--- config.mk ---
export PLATFORM = sky130hd
export DESIGN_NAME = cav_value_regs
export DESIGN_NICKNAME = d
export VERILOG_FILES = /design/src/hdl/cav_pkg.sv /design/src/hdl/cav_channel.sv /design/src/hdl/cav_counter.sv /design/src/hdl/cav_value_regs.sv
export SDC_FILE = /design/constraint.sdc
export NUM_CORES = 1
export LEC_CHECK = 0
export ABC_CLOCK_PERIOD_IN_PS = 3400
export BUFFER_PORTS_ARGS = -buffer_cell sky130_fd_sc_hd__buf_2
export CELL_PAD_IN_SITES_DETAIL_PLACEMENT = 0
export CELL_PAD_IN_SITES_GLOBAL_PLACEMENT = 1
export CORE_MARGIN = 4
export CORE_UTILIZATION = 30
export CTS_CLUSTER_DIAMETER = 30
export DETAILED_ROUTE_END_ITERATION = 6
export HOLD_SLACK_MARGIN = 0.08
export PLACE_DENSITY = 0.68
export SLEW_MARGIN = 15
export SYNTH_ARGS = -nofsm -noshare
export SYNTH_HDL_FRONTEND = slang
export SYNTH_HIERARCHICAL = 1
export SYNTH_SLANG_ARGS = --single-unit
--- constraint.sdc ---
create_clock -name i_clk -period 3.4 [get_ports i_clk]
set_input_delay 1.02 -clock i_clk [delete_from_list [all_inputs] [get_ports i_clk]]
set_output_delay 1.02 -clock i_clk [all_outputs]
set_load 0.02 [all_outputs]
--- src/hdl/cav_pkg.sv ---
/*
 Shared constants and carrier types of the counter array value registers:
 special-function-register offsets, reset values, module count and state types.
 Assumes an 8-bit special-function-register bus from the processor core.
*/
package cav_pkg;

   // geometry
   localparam int NUM_MODULES = 6;
   localparam logic [2:0] WATCHDOG_MODULE = 3'h5;

   // counter byte offsets
   localparam logic [7:0] ADDR_COUNTER_LOW = 8'hF9;
   localparam logic [7:0] ADDR_COUNTER_HIGH = 8'hFA;

   // module byte offsets, index is the module number
   localparam logic [7:0] ADDR_MODULE_LOW [NUM_MODULES] =
      '{8'hFB, 8'hE9, 8'hEB, 8'hED, 8'hFD, 8'hD2};
   localparam logic [7:0] ADDR_MODULE_HIGH [NUM_MODULES] =
      '{8'hFC, 8'hEA, 8'hEC, 8'hEE, 8'hFE, 8'hD3};

   // values after reset, unmapped read value and count step
   localparam logic [7:0] BYTE_RESET = 8'h00;
   localparam logic [15:0] WORD_RESET = 16'h0000;
   localparam logic ENABLE_RESET = 1'b0;
   localparam logic [7:0] UNMAPPED_READ = 8'h00;
   localparam logic [15:0] COUNT_STEP = 16'h0001;

   // kind of bus access seen in a cycle
   typedef enum logic [2:0] {
      CAV_ACC_NONE = 3'b001,
      CAV_ACC_READ = 3'b010,
      CAV_ACC_WRITE = 3'b100
   } cav_access_t;

   // special-function-register request from the core
   typedef struct packed {
      logic [7:0] addr;
      logic wr;
      logic rd;
      logic [7:0] wdata;
   } cav_sfr_req_t;

   // per-module strobes from the decoder
   typedef struct packed {
      logic wr_low;
      logic wr_high;
      logic sel_reload;
      logic [7:0] wdata;
      logic mode_wr;
      logic mode_enable;
      logic lock;
   } cav_chan_ctrl_t;

   typedef struct packed {
      logic [15:0] compare;
      logic [15:0] reload;
      logic enable;
      logic match;
   } cav_chan_state_t;

   typedef struct packed {
      logic [15:0] value;
      logic [7:0] snapshot;
   } cav_counter_state_t;

   typedef struct packed {
      logic [7:0] rdata;
      logic hit;
      logic wd_module;
   } cav_top_state_t;

endpackage

--- src/hdl/cav_channel.sv ---
/*
 One capture/compare module: compare value, auto-reload value, comparator enable.
 Assumes at most one bus strobe per cycle from the decoder.
*/
`timescale 1ns/10ps
module cav_channel (
   input logic i_clk,
   input logic i_rst_n,
   input cav_pkg::cav_chan_ctrl_t i_ctrl,
   input logic [15:0] i_counter,
   output logic [15:0] o_compare,
   output logic [15:0] o_reload,
   output logic o_enable,
   output logic o_match
);

   cav_pkg::cav_chan_state_t st;
   cav_pkg::cav_chan_state_t next_st;

   // byte writes with their side effect on the enable
   always_comb begin
      next_st = st;
      if (i_ctrl.mode_wr && !i_ctrl.lock) begin
         next_st.enable = i_ctrl.mode_enable;
      end
      if (i_ctrl.wr_low) begin
         if (i_ctrl.sel_reload) begin
            next_st.reload[7:0] = i_ctrl.wdata;
         end else begin
            next_st.compare[7:0] = i_ctrl.wdata;
            if (!i_ctrl.lock) begin
               next_st.enable = 1'b0;
            end
         end
      end
      if (i_ctrl.wr_high) begin
         if (i_ctrl.sel_reload) begin
            next_st.reload[15:8] = i_ctrl.wdata;
         end else begin
            next_st.compare[15:8] = i_ctrl.wdata;
            if (!i_ctrl.lock) begin
               next_st.enable = 1'b1;
            end
         end
      end
      // compare only while enabled
      next_st.match = st.enable && (i_counter == st.compare);
   end

   // state register
   always_ff @(posedge i_clk) begin
      if (!i_rst_n) begin
         st.compare <= cav_pkg::WORD_RESET;
         st.reload <= cav_pkg::WORD_RESET;
         st.enable <= cav_pkg::ENABLE_RESET;
         st.match <= 1'b0;
      end else begin
         st <= next_st;
      end
   end

   assign o_compare = st.compare;
   assign o_reload = st.reload;
   assign o_enable = st.enable;
   assign o_match = st.match;

endmodule // cav_channel

--- src/hdl/cav_counter.sv ---
/*
 The 16-bit counter with its high-byte snapshot.
 Assumes write strobes are already gated by the watchdog lock upstream.
*/
`timescale 1ns/10ps
module cav_counter (
   input logic i_clk,
   input logic i_rst_n,
   input logic i_tick,
   input logic i_wr_low,
   input logic i_wr_high,
   input logic i_rd_low,
   input logic [7:0] i_wdata,
   output logic [15:0] o_value,
   output logic [7:0] o_snapshot
);

   cav_pkg::cav_counter_state_t st;
   cav_pkg::cav_counter_state_t next_st;

   // count, software byte writes, snapshot on low-byte read
   always_comb begin
      next_st = st;
      if (i_tick) begin
         next_st.value = st.value + cav_pkg::COUNT_STEP;
      end
      if (i_wr_low) begin
         next_st.value[7:0] = i_wdata;
      end
      if (i_wr_high) begin
         next_st.value[15:8] = i_wdata;
      end
      if (i_rd_low) begin
         next_st.snapshot = st.value[15:8];
      end
   end

   // state register, snapshot held between low reads
   always_ff @(posedge i_clk) begin
      if (!i_rst_n) begin
         st.value <= cav_pkg::WORD_RESET;
         st.snapshot <= cav_pkg::BYTE_RESET;
      end else begin
         st <= next_st;
      end
   end

   assign o_value = st.value;
   assign o_snapshot = st.snapshot;

endmodule // cav_counter

--- src/hdl/cav_value_regs.sv ---
/*
 Value registers of the counter array: counter bytes with snapshot, six module
 value bytes with auto-reload aliasing, comparator enable side effects.
 Assumes one special-function-register access per cycle from the core, read
 data returned one cycle after the strobe, and a count tick from the array's
 clock-source divider.
*/
// Overview of operation
// - counter split in low/high bytes, reset zero
// - high-byte read returns the snapshot register
// - snapshot loads only on a low-byte read
// - counter writes ignored while watchdog enabled
// - six modules, 16-bit value, two bytes, zero
// - select bit maps low address to reload
// - select bit maps high address to reload
// - low-byte write with select bit clear clears comparator enable, except module 5 while watchdog on
// - high-byte write with select bit clear sets comparator enable, except module 5 while watchdog on
// - enable bit gates counter compare per module
// - watchdog on: module 5 mode locked
`timescale 1ns/10ps
module cav_value_regs (
   input logic i_clk,
   input logic i_rst_n,
   input cav_pkg::cav_sfr_req_t i_sfr,
   input logic i_count_tick,
   input logic i_watchdog_enable,
   input logic i_auto_reload_select,
   input logic [5:0] i_mode_wr,
   input logic [5:0] i_mode_enable,
   output logic [7:0] o_sfr_rdata,
   output logic o_sfr_hit,
   output logic [15:0] o_counter,
   output logic [5:0] o_comparator_function_enable,
   output logic [5:0] o_match,
   output logic o_watchdog_module
);

   // top-level registered state
   cav_pkg::cav_top_state_t st;
   cav_pkg::cav_top_state_t next_st;

   // access kind of this cycle
   cav_pkg::cav_access_t acc_kind;

   // address decode
   logic hit_counter_low;
   logic hit_counter_high;
   logic [5:0] hit_module_low;
   logic [5:0] hit_module_high;
   logic addr_hit;

   // counter strobes
   logic cnt_wr_low;
   logic cnt_wr_high;
   logic cnt_rd_low;
   logic [15:0] counter_value;
   logic [7:0] counter_snapshot;

   // per-module values and controls
   cav_pkg::cav_chan_ctrl_t [5:0] chan_ctrl;
   logic [5:0][15:0] compare_value;
   logic [5:0][15:0] reload_value;
   logic [5:0] chan_enable;
   logic [5:0] chan_match;

   // read data of this cycle
   logic [7:0] read_byte;

   // classify the access; a write beats a read in the same cycle
   always_comb begin
      if (i_sfr.wr) begin
         acc_kind = cav_pkg::CAV_ACC_WRITE;
      end else if (i_sfr.rd) begin
         acc_kind = cav_pkg::CAV_ACC_READ;
      end else begin
         acc_kind = cav_pkg::CAV_ACC_NONE;
      end
   end

   // counter byte address matches
   assign hit_counter_low = (i_sfr.addr == cav_pkg::ADDR_COUNTER_LOW);
   assign hit_counter_high = (i_sfr.addr == cav_pkg::ADDR_COUNTER_HIGH);

   // whole map hit
   assign addr_hit = hit_counter_low
      || hit_counter_high
      || (|hit_module_low)
      || (|hit_module_high);

   // counter strobes, writes dropped while watchdog runs
   always_comb begin
      cnt_wr_low = 1'b0;
      cnt_wr_high = 1'b0;
      cnt_rd_low = 1'b0;
      case (acc_kind)
         cav_pkg::CAV_ACC_WRITE: begin
            cnt_wr_low = hit_counter_low && !i_watchdog_enable;
            cnt_wr_high = hit_counter_high && !i_watchdog_enable;
         end
         cav_pkg::CAV_ACC_READ: begin
            cnt_rd_low = hit_counter_low;
         end
         cav_pkg::CAV_ACC_NONE: begin
            cnt_rd_low = 1'b0;
         end
         default: begin
            cnt_rd_low = 1'b0;
         end
      endcase
   end

   // the counter and its snapshot
   cav_counter u_counter (
      .i_clk(i_clk),
      .i_rst_n(i_rst_n),
      .i_tick(i_count_tick),
      .i_wr_low(cnt_wr_low),
      .i_wr_high(cnt_wr_high),
      .i_rd_low(cnt_rd_low),
      .i_wdata(i_sfr.wdata),
      .o_value(counter_value),
      .o_snapshot(counter_snapshot)
   );

   // per-module decode, strobes and module instance
   genvar n;
   generate
      for (n = 0; n < cav_pkg::NUM_MODULES; n++) begin : g_module
         logic is_write;
         logic is_watchdog;

         assign hit_module_low[n] = (i_sfr.addr == cav_pkg::ADDR_MODULE_LOW[n]);
         assign hit_module_high[n] = (i_sfr.addr == cav_pkg::ADDR_MODULE_HIGH[n]);
         assign is_write = (acc_kind == cav_pkg::CAV_ACC_WRITE);
         assign is_watchdog = (n == int'(cav_pkg::WATCHDOG_MODULE));

         // strobes towards module n
         assign chan_ctrl[n].wr_low = is_write && hit_module_low[n];
         assign chan_ctrl[n].wr_high = is_write && hit_module_high[n];
         assign chan_ctrl[n].sel_reload = i_auto_reload_select;
         assign chan_ctrl[n].wdata = i_sfr.wdata;
         assign chan_ctrl[n].mode_wr = i_mode_wr[n];
         assign chan_ctrl[n].mode_enable = i_mode_enable[n];
         // module 5 belongs to the watchdog while it is on
         assign chan_ctrl[n].lock = is_watchdog && i_watchdog_enable;

         cav_channel u_channel (
            .i_clk(i_clk),
            .i_rst_n(i_rst_n),
            .i_ctrl(chan_ctrl[n]),
            .i_counter(counter_value),
            .o_compare(compare_value[n]),
            .o_reload(reload_value[n]),
            .o_enable(chan_enable[n]),
            .o_match(chan_match[n])
         );
      end
   endgenerate

   // read multiplexer; unmapped addresses read as zero
   always_comb begin
      read_byte = cav_pkg::UNMAPPED_READ;
      if (hit_counter_low) begin
         read_byte = counter_value[7:0];
      end
      if (hit_counter_high) begin
         read_byte = counter_snapshot;
      end
      for (int k = 0; k < cav_pkg::NUM_MODULES; k++) begin
         if (hit_module_low[k]) begin
            if (i_auto_reload_select) begin
               read_byte = reload_value[k][7:0];
            end else begin
               read_byte = compare_value[k][7:0];
            end
         end
         if (hit_module_high[k]) begin
            if (i_auto_reload_select) begin
               read_byte = reload_value[k][15:8];
            end else begin
               read_byte = compare_value[k][15:8];
            end
         end
      end
   end

   // bus answer and watchdog indication
   always_comb begin
      next_st = st;
      next_st.hit = 1'b0;
      next_st.wd_module = i_watchdog_enable;
      case (acc_kind)
         cav_pkg::CAV_ACC_READ: begin
            next_st.hit = addr_hit;
            next_st.rdata = read_byte;
         end
         cav_pkg::CAV_ACC_WRITE: begin
            next_st.hit = addr_hit;
         end
         cav_pkg::CAV_ACC_NONE: begin
            next_st.hit = 1'b0;
         end
         default: begin
            next_st.hit = 1'b0;
         end
      endcase
   end

   // state register
   always_ff @(posedge i_clk) begin
      if (!i_rst_n) begin
         st.rdata <= cav_pkg::BYTE_RESET;
         st.hit <= 1'b0;
         st.wd_module <= 1'b0;
      end else begin
         st <= next_st;
      end
   end

   // outputs, each from a flip-flop
   assign o_sfr_rdata = st.rdata;
   assign o_sfr_hit = st.hit;
   assign o_counter = counter_value;
   assign o_comparator_function_enable = chan_enable;
   assign o_match = chan_match;
   assign o_watchdog_module = st.wd_module;

endmodule // cav_value_regs

## Yosys cells after proc, flatten, opt, wreduce, memory -nomap -nowiden

Index checks and enable logic that the tools add are counted.

| storage, ports and cells | value |
|---|---|
| bits in read-only memories | 0 |
| word-level logic and storage cells | 187 |
| memories kept | 0 |
| input bits | 35 |
| memory bits (writable) | 0 |
| latch bits | 0 |
| register bits | 238 |

| cells by class | value |
|---|---|
| div/mod/pow operators | 0 |
| multipliers | 0 |
| magnitude comparators | 0 |
| shift operators | 0 |
| bitwise operators | 1 |
| reductions and logical operators | 55 |
| equality and inequality tests | 22 |
| add/sub/neg operators | 1 |
| mux-type cells | 66 |

Operator list:

| cell | count |
|---|---|
| $mux W8 | 28 |
| $eq A8 B8 Y1 const B | 14 |
| $eq A16 B16 Y1 | 6 |
| $reduce_and A2 Y1 | 25 |
| $mux W1 | 35 |
| $logic_and A1 B1 Y1 | 21 |
| $add A16 B1 Y16 const B | 1 |
| $mux W16 | 1 |
| $reduce_or A6 Y1 | 2 |
| $reduce_bool A2 Y1 | 2 |
| $eq A3 B2 Y1 const B | 1 |
| $eq A3 B3 Y1 const B | 1 |
| $logic_or A1 B1 Y1 | 3 |
| $mux W3 | 1 |
| $mux W2 | 1 |
| $reduce_or A2 Y1 | 1 |
| $logic_not A1 Y1 | 1 |
| $not A1 Y1 | 1 |

## Depth between registers and ports, before layout

Gate-level depths: netlist of the first run.

| depth | value |
|---|---|
| word-level depth | 15 |
| depth in mapped cells | 11 |

## Hierarchy

Netlist of the first run, hierarchy kept.

Modules (own cells, without submodules):

| module | cells each | area each (um2) | times used | seq. area each (um2) |
|---|---|---|---|---|
| cav_channel | 174 | 1473.9 | 6 | 680.7 |
| cav_value_regs | 381 | 2869.0 | 1 | 200.2 |
| cav_counter | 131 | 1218.7 | 1 | 480.5 |

## Worst setup path after synthesis of the first run

No wires, ideal clock.

| timing | value |
|---|---|
| path kind | input to register |
| start point | input i_sfr[13] (netlist bit) |
| end point | register g_module[5].u_channel.st (netlist bit g_module[5].u_channel/o_enable) |
| setup slack | 351 ps |
| arrival time | 2925 ps |
| required time | 3276 ps |
| path buffers | 4 |
| cell stages on the path | 11 |
| path through | or4b_1 > buf_2 > nor4_4 > buf_4 > and2_1 > buf_2 > nor2b_1 > buf_2 > nor2_1 > o21ai_0 > a21boi_0 |

RTL lines:

| what | RTL line | RTL |
|---|---|---|
| from (decl) | cav_value_regs.sv:24 | `input cav_pkg::cav_sfr_req_t i_sfr,` |
| to (signal assigned) | cav_channel.sv:58 | `st <= next_st;` |
| to (decl) | cav_channel.sv:17 | `cav_pkg::cav_chan_state_t st;` |

## Final worst setup path of the first run

| timing | value |
|---|---|
| start point | register u_counter.st (netlist bit u_counter/o_value[8]) |
| end point | output o_counter[8] |

RTL lines:

| what | RTL line | RTL |
|---|---|---|
| from (decl) | cav_counter.sv:18 | `cav_pkg::cav_counter_state_t st;` |
| from (signal assigned) | cav_counter.sv:44 | `st <= next_st;` |
| to (decl) | cav_value_regs.sv:32 | `output logic [15:0] o_counter,` |

No word-level cell between the ends.

==> flow_metrics.tcl, run 1 <==
set metrics [dict create \
    r2r_slack_ns 1.10 \
    tightest_slew_ns 0.958 \
    cts.htree.levels 3 \
    hold_depth 2 \
    clk_latency_ns 0.57 \
    cp_slowest_cell "dfxtp_1" \
    grt_use_met3_pct 5.33 \
    io_pins 73 \
    drt-total-wl_um 49300 \
    row_count 75 \
    grt_pass1_vias 11600 \
    powerDensity_mw_per_mm2 573 \
    grt_max_degree 66 \
    final_cells 2308 \
    clock.fmax_mhz 358 \
    hold_buffers 0 \
    slew_headroom_pct 36.1 \
    wire_per_inst_um 21.4 \
    met2_usage_pct 32.3 \
    hp-start "g_module[3].u_channel/o_reload[9]$_SDFFE_PN0P_" \
    hpwlAfterDp_um 33000 \
    cts_setup_buffers 0 \
    r2r-end "g_module[0].u_channel/o_match$_SDFF_PN0_" \
    outcome "finished, final reports clean" \
    cts_tree "done" \
    syn_inst 1556 \
    leakagePower_nw 5.80 \
    synth_flop_cell "dfxtp_1" \
    initial_core_util_pct 30.6 \
    fillers 4341 \
    syn_avg_cell_area_um2 8.31 \
    ant_nets 0 \
    multi_input_area_mm2 0.00771 \
    synth_top_area_cell "dfxtp_1" \
    drtPass1Iterations 5 \
    yosysMostFrequentCell "nand2_1" \
    antenna_found_initial 6 \
    synthDistinctLibCells 62 \
    die_area_mm2 0.0465 \
    final_layout_size_suffix_gt1_share_pct 17.6 \
    crit_path_start_kind "register" \
    grt_setup_unrepaired "false" \
    ctsResizeCount 0 \
    grt-ovfl-total 0 \
    yosysWarnings 6 \
    finalPower_mw 9.44 \
    syn_to_final_growth_pct 27.3 \
    path_buf_inv 1 \
    slew_viol_final 0 \
    reg2reg_depth 5 \
    path_clk_slew_ns 0.04 \
    ys_seq_area_share_pct 36.8 \
    drc_errors 0 \
    fin_skew_ns 0.0165 \
    dp.cells 2188 \
    whs_endpoint "g_module[3].u_channel/o_reload[9]$_SDFFE_PN0P_" \
    path_cells "buf_2" \
    synth_common_cells "332 x nand2_1, 238 x dfxtp_1, 198 x a21boi_0" \
    fin_setup_tns_ns 0 \
    rr_startpoint "u_counter/o_value[10]$_SDFFE_PN0P_" \
    die_w_um 216 \
    gp_congestion 0.906 \
    worst_path_largest_cell_delay_ns 0.90 \
    port_buffers 72 \
    regArea_mm2 0.00476 \
    cts_sinks 238 \
    synth-edff-count 0 \
    root_buffer "clkbuf_16" \
    async_reset_ff_share_pct 0 \
    vias_per_cell 5.20 \
    setup_viol 0 \
    worstPathMaxFanout 11 \
    critical_path_class "register to primary output" \
    drt_iter0_drc 928 \
    finalNetCount 1715 \
    die_h_um 216 \
    cts_made_buffers 66 \
    track_usage_pct 20.6 \
    vdd_ir_drop_max_mv 0.402 \
    syn-cell-area_mm2 0.0129 \
    grtUsageMet1_pct 27.0 \
    cp-end-kind "primary output" \
    grt_pass1_wl_um 73600 \
    synth_top_area_share_pct 36.8 \
    synth-seq-cells 238 \
    hold_viol_final 0 \
    layout_min_cycle_time_ns 2.80 \
    cp.required_ns 2.38 \
    core-area_mm2 0.0423 \
    path_delay_family "flip-flops" \
    maxCapViolCount 0 \
    synthTopCellsByArea "dfxtp_1 37%, a21boi_0 11%, nand2_1 9.6%" \
    via_count 12000 \
    hold_path_class "register to register" \
    crit_arrival_ns 1.78 \
    grt-busiest-layer "met2" \
    fin_crit_sh_pct 82.2 \
    cts.path.max_buffers 3 \
]
-- power by group --
part	total (mW)	leakage, nW	switching [mW]	internal, mW
Clock	6.13	1.09	1.92	4.21
Sequential	2.84	1.92	0.0228	2.81
Combinational	0.477	2.79	0.309	0.168
-- sequential cells by signal (all words and copies together) (netlist names) --
| signal | cells |
|---|---|
| u_counter/o_value | 16 |
| g_module.u_channel/o_enable | 6 |
| g_module.u_channel/o_match | 6 |
| g_module.u_channel/o_compare | 96 |
| g_module.u_channel/o_reload | 96 |
| o_sfr_rdata | 8 |
| u_counter/o_snapshot | 8 |
| o_watchdog_module | 1 |
| o_sfr_hit | 1 |
-- how the worst max path moves through the flow --
stage	from	end	cells past startpoint
after global routing	u_counter/o_value[8]$_SDFFE_PN0P_	o_counter[8]	1
after detailed placement	i_sfr[12]	g_module[5].u_channel/o_compare[6]$_SDFFE_PN0P_	8
after global placement	i_sfr[11]	o_sfr_rdata[2]$_SDFFE_PN0N_	6
after floorplan	i_sfr[13]	g_module[5].u_channel/o_enable$_SDFF_PN0_	11
after CTS	u_counter/o_value[8]$_SDFFE_PN0P_	o_counter[8]	1
final	u_counter/o_value[8]$_SDFFE_PN0P_	o_counter[8]	1
-- cell type report --
cell class / instances / area share (%)
antenna: 2 / 0.0304
sequential: 238 / 28.9
multi-input combinational: 1214 / 46.8
clock inverter: 27 / 2.05
clock buffer: 91 / 11.5
inverter: 6 / 0.137
tap: 577 / 4.38
timing repair buffer: 153 / 6.13
-- per-stage QoR --
step           cell area (um^2)  setup slack [ns]  hold slack, ns  utilization (%)
3_3_place_gp              14200             0.353           0.446             33.6
3_5_place_dp              14200             0.326           0.454             33.6
6_report                  16500             0.604           0.460             38.9
5_1_grt                   16500             0.547           0.477             38.9
4_1_cts                   16500             0.523           0.461             38.9
2_1_floorplan             13000             0.351           0.440                -
-- placed cells by master (no fill, tap or decap), drive strengths merged, types with 10 or more instances in the layout --
cell type  count
nand2        333
dfxtp        238
a21boi       198
buf          152
nand3        121
clkbuf        92
xnor2         87
mux2i         84
a21oi         48
nor2          44
o21ai         36
nand4         26
nor2b         23
a22oi         22
xor2          22
mux2          19
nor4          16
nand2b        15
nor3          15
clkinv        15
a2bb2oi       12
conb          10
inv           10
-- metal layers --
layer | up-vias | share of wire, %
li1 | 5733 | -
met2 | 406 | 45
met1 | 5736 | 44
met3 | 119 | 6.9
met4 | 8 | 4.2
met5 | - | 0.11
-- logic make-up (layout without fill, tap and decap cells) --
group,after synthesis,count (layout),synth area share (%)
AOI/OAI and AO/OA,364,364,20.1
xor gates and xnor gates,109,109,7.38
adders and majority gates,1,1,0.0967
buffers and inverters,113,277,3.81
DFF,238,238,36.8
muxes,105,105,8.51
other,1,12,0.0290
and+or+nand+nor,625,625,23.3
Note: power is estimated with default switching activity, not from simulation.
==> inputs of run 2 (changes only) <==
--- a/config.mk
+++ b/config.mk
@@ -5,7 +5,7 @@
 export SDC_FILE = /design/constraint.sdc
 export NUM_CORES = 1
 export LEC_CHECK = 0
-export ABC_CLOCK_PERIOD_IN_PS = 3400
+export ABC_CLOCK_PERIOD_IN_PS = 2800
 export BUFFER_PORTS_ARGS = -buffer_cell sky130_fd_sc_hd__buf_2
 export CELL_PAD_IN_SITES_DETAIL_PLACEMENT = 0
 export CELL_PAD_IN_SITES_GLOBAL_PLACEMENT = 1
==> constraint.sdc (replaced) <==
create_clock -name i_clk -period 2.8 [get_ports i_clk]
set_input_delay 0.84 -clock i_clk [delete_from_list [all_inputs] [get_ports i_clk]]
set_output_delay 0.84 -clock i_clk [all_outputs]
set_load 0.02 [all_outputs]
==> flow_metrics.tcl, run 2 (synthesis gave the netlist of run 1 again) <==
set metrics [dict create \
    antenna_found_initial 0 \
    cts_made_buffers 67 \
    cts_setup_buffers 0 \
    regArea_mm2 0.00476 \
    fillers 4278 \
    outcome "finished, final reports clean" \
    syn_to_final_growth_pct 31.8 \
    slew_viol_final 0 \
    final_layout_size_suffix_gt1_share_pct 20.6 \
    path_depth 2 \
    final_common_cell "nand2_1" \
    drt-total-wl_um 50100 \
    slew_headroom_pct 48.6 \
    io_pins 73 \
    worstPathMaxFanout 8 \
    critical_path_class "register to primary output" \
    grt_pass1_wl_um 74500 \
    root_buffer "clkbuf_16" \
    finalPower_mw 11.7 \
    tightest_slew_ns 0.770 \
    grt-ovfl-total 0 \
    layout_min_cycle_time_ns 2.56 \
    crit_end "o_counter[0]" \
    row_count 75 \
    crit_start "u_counter/o_value[0]$_SDFFE_PN0P_" \
    powerDensity_mw_per_mm2 687 \
    cts.htree.levels 3 \
    dpl_cell_area_mm2 0.0148 \
    hold_ws_ns 0.459 \
    path_buf_inv 2 \
    hold_buffers 0 \
    vias_per_cell 5.22 \
    fin_area_mm2 0.0170 \
    ant_nets 0 \
    wire_per_inst_um 21.2 \
    crit_path_start_kind "register" \
    cts.path.max_buffers 3 \
    grt_setup_unrepaired "false" \
    drtPass1Iterations 5 \
    fin_skew_ns 0.0141 \
    setup_viol 0 \
    core-area_mm2 0.0423 \
    routed.top_layer "met4" \
    die_h_um 216 \
    hold_path_class "register to register" \
    grt_max_degree 58 \
    postLayoutCoreUtil_pct 40.3 \
    cp_slowest_cell "dfxtp_1" \
    hold_depth 2 \
    rr_startpoint "u_counter/o_value[14]$_SDFFE_PN0P_" \
    fin_crit_sh_pct 91.3 \
    die_area_mm2 0.0465 \
    layout_common_cells "332 x nand2_1, 238 x dfxtp_1, 198 x a21boi_0" \
    grt_pass1_vias 11800 \
    dp.cells 2242 \
    path_clk_slew_ns 0.04 \
    drc_errors 0 \
    track_usage_pct 20.8 \
    cp.required_ns 1.96 \
    cp-end-kind "primary output" \
    dr_wl_met2_um 22700 \
    maxCapViolCount 0 \
    vdd_ir_drop_max_mv 0.608 \
    clk_latency_ns 0.56 \
    via_count 12300 \
    path_delay_family "flip-flops" \
    wl_met3_um 3330 \
    path_cells "buf_4, buf_2" \
    initial_core_util_pct 30.6 \
    met1Wirelength_um 22500 \
    reg2reg_depth 5 \
    r2r-end "g_module[0].u_channel/o_match$_SDFF_PN0_" \
    crit_arrival_ns 1.72 \
    port_buffers 72 \
    leakagePower_nw 6.15 \
    finalNetCount 1770 \
    clock.fmax_mhz 391 \
    final_cells 2360 \
    drt_iter0_drc 1122 \
    r2r_slack_ns 0.70 \
    multi_input_area_mm2 0.00771 \
    cts_sinks 238 \
    hold_viol_final 0 \
    die_w_um 216 \
    gp_congestion 0.933 \
    ctsResizeCount 0 \
    worst_path_largest_cell_delay_ns 0.72 \
    hpwlAfterDp_um 34900 \
    cts_tree "done" \
]
==> run 2: cell types whose count changed in the layout (fill, tap and decap cells not counted), sizes merged <==
| cell | delta |
|---|---|
| buf | +54 |
| clkbuf | -8 |
| diode | -1 |
| bufinv | +3 |
| inv | -2 |
| clkinv | +6 |
==> run 2: through the flow <==
step | TNS (ns) | setup WS [ns]
detailed placement | 0 | 0.0447
finish | 0 | 0.244
global placement | 0 | 0.0399
floorplan | -0.0644 | -0.0644
CTS | 0 | 0.236
global route | 0 | 0.243
==> run 2: where the power goes <==
group	switching (mW)	internal [mW]
Sequential	0.0266	3.42
Clock	2.23	5.39
Combinational	0.394	0.247
==> run 2: worst reg2reg max path: stages (launching register included) <==
cell and delay (ns):
dfxtp_1 0.72, buf_4 0.31, xnor2_1 0.14, nand4_1 0.08, or4_1 0.56, nor4_2 0.19
==> run 2: area by class of cell <==
type / count / area share (%)
sequential: 238 / 28.0
clock buffer: 83 / 11.2
timing repair buffer: 207 / 9.10
inverter: 6 / 0.132
clock inverter: 34 / 2.15
tap: 577 / 4.24
multi-input combinational: 1214 / 45.3
antenna: 1 / 0.0147
==> run 2: worst min-delay path by stage <==
stage / from / to / slack, ns
after floorplan: g_module[0].u_channel/o_reload[13]$_SDFFE_PN0P_ / g_module[0].u_channel/o_reload[13]$_SDFFE_PN0P_ / 0.44
after CTS: g_module[2].u_channel/o_reload[14]$_SDFFE_PN0P_ / g_module[2].u_channel/o_reload[14]$_SDFFE_PN0P_ / 0.46
after global routing: g_module[2].u_channel/o_reload[6]$_SDFFE_PN0P_ / g_module[2].u_channel/o_reload[6]$_SDFFE_PN0P_ / 0.48
after global placement: g_module[4].u_channel/o_reload[8]$_SDFFE_PN0P_ / g_module[4].u_channel/o_reload[8]$_SDFFE_PN0P_ / 0.45
final: g_module[2].u_channel/o_reload[14]$_SDFFE_PN0P_ / g_module[2].u_channel/o_reload[14]$_SDFFE_PN0P_ / 0.46
after detailed placement: g_module[2].u_channel/o_reload[14]$_SDFFE_PN0P_ / g_module[2].u_channel/o_reload[14]$_SDFFE_PN0P_ / 0.45
==> run 2: layer usage <==
metal | vias to the layer above | GRT usage, %
met1 | 5934 | 28.3
met5 | - | 0
li1 | 5842 | -
met2 | 454 | 33.1
met3 | 81 | 4.15
met4 | 0 | 7.17
==> inputs of run 3 (changes only) <==
--- a/config.mk
+++ b/config.mk
@@ -15,6 +15,7 @@
 export DETAILED_ROUTE_END_ITERATION = 6
 export HOLD_SLACK_MARGIN = 0.08
 export PLACE_DENSITY = 0.68
+export SETUP_SLACK_MARGIN = 0.5
 export SLEW_MARGIN = 15
 export SYNTH_ARGS = -nofsm -noshare
 export SYNTH_HDL_FRONTEND = slang
==> flow_metrics.tcl, run 3 (synthesis gave the netlist of run 1 again) <==
set metrics [dict create \
    outcome "finished, final reports clean" \
    cp_slowest_cell "dfxtp_1" \
    fin_crit_sh_pct 81.3 \
    fin_skew_ns 0.0158 \
    cts_sinks 238 \
    cts_made_buffers 72 \
    grt_pass1_vias 12000 \
    gp_congestion 0.925 \
    core-area_mm2 0.0423 \
    grt-ovfl-total 0 \
    finalNetCount 1769 \
    worstPathMaxFanout 4 \
    leakagePower_nw 6.27 \
    initial_core_util_pct 30.6 \
    dp.cells 2236 \
    antenna_found_initial 3 \
    drtPass1Iterations 5 \
    slew_headroom_pct 61.0 \
    final_layout_size_suffix_gt1_share_pct 21.4 \
    hpwlAfterDp_um 33800 \
    syn_to_final_growth_pct 34.0 \
    clk_latency_ns 0.57 \
    via_count 12300 \
    path_delay_family "flip-flops" \
    tightest_slew_ns 0.585 \
    drt_iter0_drc 945 \
    die_area_mm2 0.0465 \
    die_h_um 216 \
    path_buf_inv 2 \
    cts.htree.levels 3 \
    cts.path.max_buffers 3 \
    slew_viol_final 0 \
    hold_buffers 0 \
    crit_arrival_ns 1.44 \
    wire_per_inst_um 20.9 \
    layout_common_cells "331 x nand2_1, 236 x dfxtp_1, 190 x a21boi_0" \
    final_cells 2370 \
    ant_nets 0 \
    layout_min_cycle_time_ns 2.28 \
    grt_setup_unrepaired "true" \
    cp-end-kind "primary output" \
    row_count 75 \
    path_cells "buf_4, buf_2" \
    drt-total-wl_um 49600 \
    setup_viol 0 \
    hold_path_class "register to register" \
    drc_errors 0 \
    cp.required_ns 1.96 \
    vias_per_cell 5.18 \
    path_clk_slew_ns 0.04 \
    grt_max_degree 53 \
    grt_pass1_wl_um 74100 \
    postLayoutCoreUtil_pct 40.9 \
    io_pins 73 \
    cts_tree "done" \
    cts_setup_buffers 0 \
    final_common_cell "nand2_1" \
    crit_path_start_kind "register" \
    powerDensity_mw_per_mm2 719 \
    vdd_ir_drop_max_mv 0.438 \
    root_buffer "clkbuf_16" \
    port_buffers 72 \
    hold_viol_final 0 \
    maxCapViolCount 0 \
    clock.fmax_mhz 439 \
    critical_path_class "register to primary output" \
    track_usage_pct 20.7 \
    worst_path_largest_cell_delay_ns 0.47 \
    die_w_um 216 \
]
## run 3: worst paths after layout
path	from	end	slack, ns	cells past startpoint
setup / recovery	u_counter/o_value[2]$_SDFFE_PN0P_	o_counter[2]	0.52	2
hold / removal	g_module[2].u_channel/o_reload[8]$_SDFFE_PN0P_	g_module[2].u_channel/o_reload[8]$_SDFFE_PN0P_	0.46	2
setup reg to reg	u_counter/o_value[14]$_SDFFE_PN0P_	g_module[3].u_channel/o_match$_SDFF_PN0_	0.87	5
hold reg to reg	g_module[2].u_channel/o_reload[8]$_SDFFE_PN0P_	g_module[2].u_channel/o_reload[8]$_SDFFE_PN0P_	0.46	2
## run 3: layer usage
layer | share of wire, % | GRT usage, % | vias to the layer above
met1 | 45 | 27.9 | 5923
met4 | 3.6 | 7.84 | 4
li1 | - | - | 5849
met5 | 0.052 | 0 | -
met2 | 45 | 32.8 | 387
met3 | 5.8 | 4.37 | 103
## run 3: what timing repair did
action | 4_1_cts | 5_1_grt
setup endpoints to repair | 3 | 31
resized for setup | 3 | 6
pin swaps | 0 | 1
## run 3: layout make-up
class	count	area, um^2
antenna	1	2.50
clock buffer	98	2080
clock inverter	35	459
fill	4194	25000
inverter	6	22.5
multi-input combinational	1214	7760
sequential	238	4770
tap	577	722
timing repair buffer	201	1520
## run 3: worst register-to-register path: cells and delay by family, from the launching register on
family | cells | cell delay [ns]
AND/OR/NAND/NOR | 3 | 0.89
XOR/XNOR | 1 | 0.13
buffers and inverters | 1 | 0.21
flip-flops | 1 | 0.57
## run 3: power breakdown
part	leakage, nW	total [mW]	internal, mW	switching [mW]
Clock	1.25	8.38	5.99	2.39
Combinational	3.10	0.634	0.237	0.397
Sequential	1.92	3.43	3.42	0.0156
## run 3: through the flow
stage / instance area (um^2) / total power, mW / worst slack [ns] / hold slack, ns / setup TNS (ns)
final: 17300 / 12.5 / 0.523 / 0.460 / 0
after global routing: 17300 / 12.8 / 0.468 / 0.477 / 0
after CTS: 17300 / 12.6 / 0.502 / 0.462 / 0
after detailed placement: 14800 / 4.12 / -0.0150 / 0.457 / -0.0150
after global placement: 14800 / 4.11 / -0.00242 / 0.446 / -0.00242
after floorplan: 13100 / 3.81 / -0.0634 / 0.440 / -0.0634
